$ cat src/pkg/amcr_map.svh
/*
 Constants for the mode control register bank: offsets, fields, reset values.
 Assumes inclusion by bare name from the package and the design files.
*/
`ifndef AMCR_MAP_SVH
`define AMCR_MAP_SVH
`define AMCR_ADDR_RESET    7'h00
`define AMCR_ADDR_POWER    7'h01
`define AMCR_ADDR_CLOCKING 7'h02
`define AMCR_ADDR_OUTPUT   7'h03
`define AMCR_ADDR_FORMAT   7'h04
`define AMCR_RESET_BIT     7
`define AMCR_MASK_POWER    8'h03
`define AMCR_MASK_CLOCKING 8'h0F
`define AMCR_MASK_OUTPUT   8'h7F
`define AMCR_MASK_FORMAT   8'h3F
`define AMCR_REG_RESET     8'h00
`define AMCR_TP_OFF        3'h0
`define AMCR_TP_ZEROS      3'h1
`define AMCR_TP_ONES       3'h3
`define AMCR_TP_CHECKER    3'h5
`define AMCR_TP_ALTERNATE  3'h7
`define AMCR_CHECKER_WORD  13'h1555
`define AMCR_FRAME_BITS    5'h10
`define AMCR_TERM_NUM      5'h10
`define AMCR_TERM_DEN      5'h0A
`endif

$ cat src/pkg/amcr_pkg.sv
/*
 Types for the mode control register bank.
 Assumes amcr_map.svh is on the include path.
*/
`include "amcr_map.svh"
package amcr_pkg;
   typedef enum logic [1:0] {
      AMCR_PWR_NORMAL = 2'h0,
      AMCR_PWR_NAP    = 2'h1,
      AMCR_PWR_UNUSED = 2'h2,
      AMCR_PWR_SLEEP  = 2'h3
   } amcr_power_t;

   typedef enum logic [2:0] {
      AMCR_ST_IDLE  = 3'h1,
      AMCR_ST_SHIFT = 3'h2,
      AMCR_ST_DONE  = 3'h4
   } amcr_state_t;

   // Decoded mode controls towards the converter core and pads
   typedef struct packed {
      logic [1:0] power_down_select;
      logic       nap_en;
      logic       sleep_en;
      logic       out_clock_invert;
      logic [1:0] out_clock_phase;
      logic       duty_cycle_stabilizer_en;
      logic [2:0] drive_current_select;
      logic       internal_term_en;
      logic [7:0] drive_current_tenth_ma;
      logic       output_disable;
      logic [1:0] output_format_select;
   } amcr_mode_t;

   // Converter sample: overflow plus twelve data bits
   typedef struct packed {
      logic        overflow_flag;
      logic [11:0] data;
   } amcr_sample_t;
endpackage : amcr_pkg

$ cat src/logic/amcr_formatter.sv
/*
 Output data formatter: coding, scrambler, alternate polarity, test patterns,
 output disable. Assumes controls are static relative to samples.
*/
`timescale 1ns/10ps
`default_nettype none
`include "amcr_map.svh"
module amcr_formatter (
   input  wire logic                  clk_sys,
   input  wire logic                  srst,
   input  wire amcr_pkg::amcr_sample_t sampleIn,
   input  wire logic [2:0]            testPatternSelect,
   input  wire logic                  altBitPolarityEn,
   input  wire logic                  outputScramblerEn,
   input  wire logic                  signedCodingSel,
   input  wire logic                  outputDisable,
   output logic [12:0]                dataOut,
   output logic                       dataOutEnN
);
   logic        phase_r;
   logic        phase_nxt;
   logic [12:0] data_r;
   logic [12:0] data_nxt;
   logic        en_r;
   logic        en_nxt;
   logic [11:0] work;

   // Next sample word; pattern path last since it wins
   always_comb begin
      work = sampleIn.data;
      phase_nxt = ~phase_r;
      if (signedCodingSel && !altBitPolarityEn) begin
         work[11] = ~work[11];
      end
      if (outputScramblerEn) begin
         work[11:1] = work[11:1] ^ {11{work[0]}};
      end
      if (altBitPolarityEn) begin
         work = work ^ 12'hAAA;
      end
      data_nxt = {sampleIn.overflow_flag, work};
      case (testPatternSelect)
         `AMCR_TP_ZEROS:     data_nxt = 13'h0000;
         `AMCR_TP_ONES:      data_nxt = 13'h1FFF;
         `AMCR_TP_CHECKER:   data_nxt = phase_r ? ~`AMCR_CHECKER_WORD : `AMCR_CHECKER_WORD;
         `AMCR_TP_ALTERNATE: data_nxt = phase_r ? 13'h1FFF : 13'h0000;
         default: ;
      endcase
      en_nxt = outputDisable;
   end

   // Sample registers; pad drivers tristate when enable is high
   always_ff @(posedge clk_sys) begin
      if (srst) begin
         phase_r <= 1'b0;
         data_r  <= 13'h0000;
         en_r    <= 1'b1;
      end else begin
         phase_r <= phase_nxt;
         data_r  <= data_nxt;
         en_r    <= en_nxt;
      end
   end

   assign dataOut    = data_r;
   assign dataOutEnN = en_r;
endmodule : amcr_formatter
`default_nettype wire

$ cat src/logic/amcr_mode_regs.sv
/*
 Mode control register bank behind the serial configuration port, plus the
 decoded controls and the output formatter. Assumes the serial pins arrive
 asynchronously and the port clock runs well below clk_sys.
*/
`timescale 1ns/10ps
`default_nettype none
`include "amcr_map.svh"
module amcr_mode_regs (
   input  wire logic                  clk_sys,
   input  wire logic                  srst,
   input  wire logic                  cfgSelN,
   input  wire logic                  cfgSck,
   input  wire logic                  cfgSdi,
   output logic                       cfgSdoOut,
   output logic                       cfgSdoOeN,
   input  wire amcr_pkg::amcr_sample_t sampleIn,
   output amcr_pkg::amcr_mode_t        modeCtl,
   output logic                       outputClock,
   output logic                       outputClockEnN,
   output logic [12:0]                dataOut,
   output logic                       dataOutEnN
);
   // Write mask per address; unknown addresses mask all bits
   function automatic logic [7:0] wmask(input logic [6:0] a);
      case (a)
         `AMCR_ADDR_POWER:    wmask = `AMCR_MASK_POWER;
         `AMCR_ADDR_CLOCKING: wmask = `AMCR_MASK_CLOCKING;
         `AMCR_ADDR_OUTPUT:   wmask = `AMCR_MASK_OUTPUT;
         `AMCR_ADDR_FORMAT:   wmask = `AMCR_MASK_FORMAT;
         default:             wmask = 8'h00;
      endcase
   endfunction : wmask

   logic [2:0] selSync_r;
   logic [2:0] sckSync_r;
   logic [2:0] sdiSync_r;
   logic       sel_r;
   logic       sck_r;
   logic       sdi_r;
   logic       sel_nxt;
   logic       sck_nxt;
   logic       sdi_nxt;
   amcr_pkg::amcr_state_t state_r;
   amcr_pkg::amcr_state_t state_nxt;
   logic [15:0] shift_r;
   logic [15:0] shift_nxt;
   logic [4:0]  count_r;
   logic [4:0]  count_nxt;
   logic [7:0]  regs_r [1:4];
   logic [7:0]  regs_nxt [1:4];
   logic        rstPend_r;
   logic        rstPend_nxt;
   logic [7:0]  rdData_r;
   logic [7:0]  rdData_nxt;
   logic        sdo_r;
   logic        sdo_nxt;
   logic        sckRise;
   logic        sckFall;
   logic [6:0]  addr;

   // Three-stage synchronisers; stage one feeds only stage two
   always_ff @(posedge clk_sys) begin
      if (srst) begin
         selSync_r <= 3'h7;
         sckSync_r <= 3'h0;
         sdiSync_r <= 3'h0;
         sel_r     <= 1'b1;
         sck_r     <= 1'b0;
         sdi_r     <= 1'b0;
      end else begin
         selSync_r <= {selSync_r[1:0], cfgSelN};
         sckSync_r <= {sckSync_r[1:0], cfgSck};
         sdiSync_r <= {sdiSync_r[1:0], cfgSdi};
         sel_r     <= sel_nxt;
         sck_r     <= sck_nxt;
         sdi_r     <= sdi_nxt;
      end
   end

   // Accept a level change once stages two and three agree
   always_comb begin
      sel_nxt = (selSync_r[2] == selSync_r[1]) ? selSync_r[2] : sel_r;
      sck_nxt = (sckSync_r[2] == sckSync_r[1]) ? sckSync_r[2] : sck_r;
      sdi_nxt = (sdiSync_r[2] == sdiSync_r[1]) ? sdiSync_r[2] : sdi_r;
   end

   assign sckRise = sck_nxt & ~sck_r;
   assign sckFall = ~sck_nxt & sck_r;
   assign addr    = shift_r[14:8];

   // Frame engine: 16 bits, read/write flag first, then address and data
   always_comb begin
      state_nxt   = state_r;
      shift_nxt   = shift_r;
      count_nxt   = count_r;
      rstPend_nxt = rstPend_r;
      rdData_nxt  = rdData_r;
      sdo_nxt     = sdo_r;
      for (int i = 1; i <= 4; i++) begin
         regs_nxt[i] = regs_r[i];
      end
      case (state_r)
         amcr_pkg::AMCR_ST_IDLE: begin
            sdo_nxt = 1'b1;
            if (!sel_r) begin
               count_nxt = 5'h00;
               state_nxt = amcr_pkg::AMCR_ST_SHIFT;
            end
         end
         amcr_pkg::AMCR_ST_SHIFT: begin
            // Extra edges past sixteen are ignored
            if (sckRise && count_r < `AMCR_FRAME_BITS) begin
               shift_nxt = {shift_r[14:0], sdi_r};
               count_nxt = count_r + 5'h01;
               if (count_r == 5'h07) begin
                  // Read data captured once the address is in
                  case ({shift_r[5:0], sdi_r})
                     `AMCR_ADDR_POWER:    rdData_nxt = regs_r[1];
                     `AMCR_ADDR_CLOCKING: rdData_nxt = regs_r[2];
                     `AMCR_ADDR_OUTPUT:   rdData_nxt = regs_r[3];
                     `AMCR_ADDR_FORMAT:   rdData_nxt = regs_r[4];
                     default:             rdData_nxt = 8'h00;
                  endcase
               end
            end
            // Read data driven on falling edges after the address
            // Read flag climbs one place per bit, so index it by the count
            if (sckFall && shift_r[4'(count_r - 5'h01)] && count_r >= 5'h08
                && count_r < `AMCR_FRAME_BITS) begin
               sdo_nxt    = rdData_r[7];
               rdData_nxt = {rdData_r[6:0], 1'b0};
            end
            if (sel_r) begin
               state_nxt = amcr_pkg::AMCR_ST_DONE;
            end
         end
         amcr_pkg::AMCR_ST_DONE: begin
            sdo_nxt   = 1'b1;
            state_nxt = amcr_pkg::AMCR_ST_IDLE;
            // Commit only full write frames
            if (count_r == `AMCR_FRAME_BITS && !shift_r[15]) begin
               if (addr == `AMCR_ADDR_RESET) begin
                  rstPend_nxt = shift_r[`AMCR_RESET_BIT];
               end else begin
                  for (int i = 1; i <= 4; i++) begin
                     if (addr == 7'(i)) begin
                        regs_nxt[i] = shift_r[7:0] & wmask(addr);
                     end
                  end
               end
            end
         end
         default: state_nxt = amcr_pkg::AMCR_ST_IDLE;
      endcase
      if (rstPend_r) begin
         for (int i = 1; i <= 4; i++) begin
            regs_nxt[i] = `AMCR_REG_RESET;
         end
         rstPend_nxt = 1'b0;
      end
   end

   // Frame and register state
   always_ff @(posedge clk_sys) begin
      if (srst) begin
         state_r   <= amcr_pkg::AMCR_ST_IDLE;
         shift_r   <= 16'h0000;
         count_r   <= 5'h00;
         rstPend_r <= 1'b0;
         rdData_r  <= 8'h00;
         sdo_r     <= 1'b1;
         for (int i = 1; i <= 4; i++) begin
            regs_r[i] <= `AMCR_REG_RESET;
         end
      end else begin
         state_r   <= state_nxt;
         shift_r   <= shift_nxt;
         count_r   <= count_nxt;
         rstPend_r <= rstPend_nxt;
         rdData_r  <= rdData_nxt;
         sdo_r     <= sdo_nxt;
         for (int i = 1; i <= 4; i++) begin
            regs_r[i] <= regs_nxt[i];
         end
      end
   end

   // Open drain: drive low only, enable low while pulling
   assign cfgSdoOut = 1'b0;
   assign cfgSdoOeN = sdo_r;

   // Decoded controls; 16/10 gives the 1.6x termination boost
   always_comb begin
      modeCtl.power_down_select = regs_r[1][1:0];
      modeCtl.nap_en   = (regs_r[1][1:0] == amcr_pkg::AMCR_PWR_NAP);
      modeCtl.sleep_en = (regs_r[1][1:0] == amcr_pkg::AMCR_PWR_SLEEP);
      modeCtl.out_clock_invert         = regs_r[2][3];
      modeCtl.out_clock_phase          = regs_r[2][2:1];
      modeCtl.duty_cycle_stabilizer_en = regs_r[2][0];
      modeCtl.drive_current_select     = regs_r[3][6:4];
      modeCtl.internal_term_en         = regs_r[3][3];
      // drive current decode, tenths of mA
      case (regs_r[3][6:4])
         3'h0:    modeCtl.drive_current_tenth_ma = 8'h23;
         3'h1:    modeCtl.drive_current_tenth_ma = 8'h28;
         3'h2:    modeCtl.drive_current_tenth_ma = 8'h2D;
         3'h4:    modeCtl.drive_current_tenth_ma = 8'h1E;
         3'h5:    modeCtl.drive_current_tenth_ma = 8'h19;
         3'h6:    modeCtl.drive_current_tenth_ma = 8'h15;
         3'h7:    modeCtl.drive_current_tenth_ma = 8'h11;
         default: modeCtl.drive_current_tenth_ma = 8'h23;
      endcase
      if (regs_r[3][3]) begin
         modeCtl.drive_current_tenth_ma = 8'((16'(modeCtl.drive_current_tenth_ma)
            * 16'(`AMCR_TERM_NUM)) / 16'(`AMCR_TERM_DEN));
      end
      modeCtl.output_disable       = regs_r[3][2];
      modeCtl.output_format_select = regs_r[3][1:0];
   end

   assign outputClock    = clk_sys ^ regs_r[2][3];
   assign outputClockEnN = regs_r[3][2];

   amcr_formatter u_formatter (
      .clk_sys           (clk_sys),
      .srst              (srst),
      .sampleIn          (sampleIn),
      .testPatternSelect (regs_r[4][5:3]),
      .altBitPolarityEn  (regs_r[4][2]),
      .outputScramblerEn (regs_r[4][1]),
      .signedCodingSel   (regs_r[4][0]),
      .outputDisable     (regs_r[3][2]),
      .dataOut           (dataOut),
      .dataOutEnN        (dataOutEnN)
   );
endmodule : amcr_mode_regs
`default_nettype wire

$ cat config.mk
export PLATFORM = sky130hd
export DESIGN_NAME = amcr_mode_regs
export DESIGN_NICKNAME = d
export VERILOG_FILES = /design/src/pkg/amcr_pkg.sv /design/src/logic/amcr_formatter.sv /design/src/logic/amcr_mode_regs.sv
export VERILOG_INCLUDE_DIRS = /design/src /design/src/pkg
export SDC_FILE = /design/constraint.sdc
export NUM_CORES = 1
export LEC_CHECK = 0
export BUFFER_PORTS_ARGS = -buffer_cell sky130_fd_sc_hd__buf_4
export CAP_MARGIN = 20
export CORE_ASPECT_RATIO = 2
export CORE_MARGIN = 2
export CORE_UTILIZATION = 55
export DETAILED_ROUTE_END_ITERATION = 8
export GPL_TIMING_DRIVEN = 0
export PLACE_DENSITY = 0.76
export SETUP_SLACK_MARGIN = 0.2
export SYNTH_ARGS = -nofsm -noshare
export SYNTH_HDL_FRONTEND = slang
export SYNTH_SLANG_ARGS = --single-unit
$ cat constraint.sdc
create_clock -name clk_sys -period 15.8 [get_ports clk_sys]
set_clock_uncertainty 0.1 [all_clocks]
set_input_delay 3.95 -clock clk_sys [delete_from_list [all_inputs] [get_ports clk_sys]]
set_output_delay 3.95 -clock clk_sys [all_outputs]
set_load 0.1 [all_outputs]
==> impl_metrics.tcl <==
set metrics [dict create \
    antenna_left 0 \
    worstSkewPairLatency_ps 450 \
    syn_inst 620 \
    core-area_um2 9260 \
    post_cts_buffers 0 \
    cts_tree "done" \
    io_pins 59 \
    grt_setup_unrepaired "no" \
    viasPerCell 6.18 \
    synth_top_area_frac 0.311 \
    yosys-top-cells-count "nor2_1 (99), dfxtp_1 (80), mux2i_1 (44), a21oi_1 (36), nand2_1 (28)" \
    synth_area_leaders "dfxtp_1 (31%), mux2i_1 (8.5%), nor2_1 (7.2%)" \
    ir_drop_v 0.0000971 \
    ys_seq_elements 80 \
    status "finished clean" \
    critPathLaunchType "clock port" \
    drt-initial-drc-count 275 \
    setup_violations 0 \
    worst_pin_slew_ps 696 \
    clk_pin_slew_ps 60 \
    synth-main-ff-cell "dfxtp_1" \
    synth-seq-area-share 0.311 \
    avgRoutedWirePerCell_um 18.7 \
    grt.total_usage 0.301 \
    routed_wl_mm 15.0 \
    firstDrtPassIters 6 \
    holdWs_ps 323 \
    num_antenna_cells 0 \
    yosys_warnings 0 \
    cts_resized 0 \
    rrSetupSlack_ps 11950 \
    placedCellCount 781 \
    portBuffers 56 \
    synth_edf_count 0 \
    final_nets 724 \
    rows 50 \
    die_h_um 141 \
    grt_pass1_wl_mm 23.6 \
    num_vias 4945 \
    multi_input_area_um2 3260 \
    grt_max_degree 15 \
    synth_area_um2 5150 \
    crit_type "clk -> out" \
    dieArea_um2 10200 \
    gp_congestion 0.956 \
    syn_to_final_growth_pct 18.1 \
    final-seq-area_um2 1600 \
    antenna_found_initial 0 \
    maxCapViolations 0 \
    critPathCaptureType "output pin" \
    final_cell_count_no_fill 800 \
    nFillCells 811 \
    synth_cell_type_count 81 \
    drc_errors 0 \
    relSlewSlack 0.535 \
    utilization 0.657 \
    synth_async_sr_flop_share 0 \
    required_ps 11750 \
    drive_gt1_frac 0.178 \
    cts_hold_buf 0 \
    hp-class "reg -> reg" \
    grt_pass1_vias 4872 \
    avgSynthCellArea_um2 8.31 \
    overflow 0 \
    synth_most_common_cell "nor2_1" \
    initial_utilization 0.557 \
    die_w_um 72.5 \
    fin_tns_setup_ps 0 \
    hold_viol 0 \
    slew_viol_final 0 \
    crit_fanout 2 \
    dp_hpwl_mm 11.6 \
    yosysTopAreaCell "dfxtp_1" \
    power_density_nw_per_um2 83.5 \
    leakage_nw 2.62 \
    arrival_ps 8610 \
]
-- where the power goes --
group / switching (mW) / leakage, nW / internal [mW]
combinational: 0.0232 / 1.78 / 0.00883
clock: 0.112 / 0.198 / 0.157
sequential: 0.00119 / 0.650 / 0.205
-- final cells by class --
cell class / instances / share of cell area
multi-input combinational: 479 / 0.535
sequential: 80 / 0.263
timing repair buffer: 55 / 0.0678
clock buffer: 16 / 0.0574
buffer: 47 / 0.0401
tap: 104 / 0.0214
inverter: 15 / 0.00925
clock inverter: 4 / 0.00576
-- critical path, cell delays in order --
cell	delay, ps
clkbuf_16	120
clkbuf_16	130
xor2_1	140
buf_4	310
-- cell families after synthesis --
group	count (synthesis)	share of synthesized area
mux	52	0.110
buf+inv	62	0.0583
fa+ha+maj	15	0.0364
xor+xnor	28	0.0476
other cells	1	0.000727
simple gates	236	0.232
compound gates	146	0.204
flops	80	0.311
-- final timing paths --
kind                                         startpoint                        to  cells after the start
worst min-delay path            selSync_r[0]$_SDFF_PP1_   selSync_r[1]$_SDFF_PP1_                      1
worst max-delay path                            clk_sys               outputClock                      4
worst max register to register  count_r[0]$_SDFFE_PP0P_  rdData_r[6]$_SDFFE_PP0P_                     14
worst min register to register  selSync_r[0]$_SDFF_PP1_   selSync_r[1]$_SDFF_PP1_                      1
-- sequential cells by signal, summed over array words and instances, names as in the netlist, 3 cells and up --
| signal | count |
|---|---|
| regs_r | 19 |
| sckSync_r | 3 |
| u_formatter.dataOut | 13 |
| rdData_r | 8 |
| selSync_r | 3 |
| shift_r | 16 |
| sdiSync_r | 3 |
| state_r | 3 |
| count_r | 5 |
-- stage by stage --
stage	total power [mW]	setup WS [ps]	instance area [um^2]
final	0.508	3140	6090
after global placement	0.268	3440	5710
after floorplan	0.255	2440	5160
after CTS	0.509	3130	6090
after detailed placement	0.269	3440	5710
after global routing	0.520	3090	6090
-- layer usage --
layer	global-route usage	share of wire	wire length, um	vias up
li1	-	-	-	2347
met1	0.268	0.33	4880	2363
met2	0.570	0.57	8560	158
met3	0.0565	0.036	537	77
met4	0.215	0.067	1010	0
met5	0	0	0	-
-- cell usage in the layout, fill, tap and decap left out, types with 4 or more instances in the layout --
cell type and instances:
nand2_1 28, nor2_1 99, nor2b_1 16, buf_4 71, inv_1 15, or4_1 4, nand3_1 8, nand4_1 4
nor4_1 5, a21oi_1 36, mux2_2 4, xnor2_1 16, ha_1 15, nor3_1 16, a211oi_1 8, o31ai_1 5
o21ai_0 19, o21ai_1 5, o22ai_1 4, xor2_1 12, o211ai_1 5, nand2b_1 15, clkbuf_16 12, and2_1 8
dfxtp_1 80, mux2i_1 44, a22oi_1 4, o21a_1 11, a41oi_1 4, clkbuf_1 26, nand3b_1 4, or2_2 7
Power figures use the tool's default switching activity.
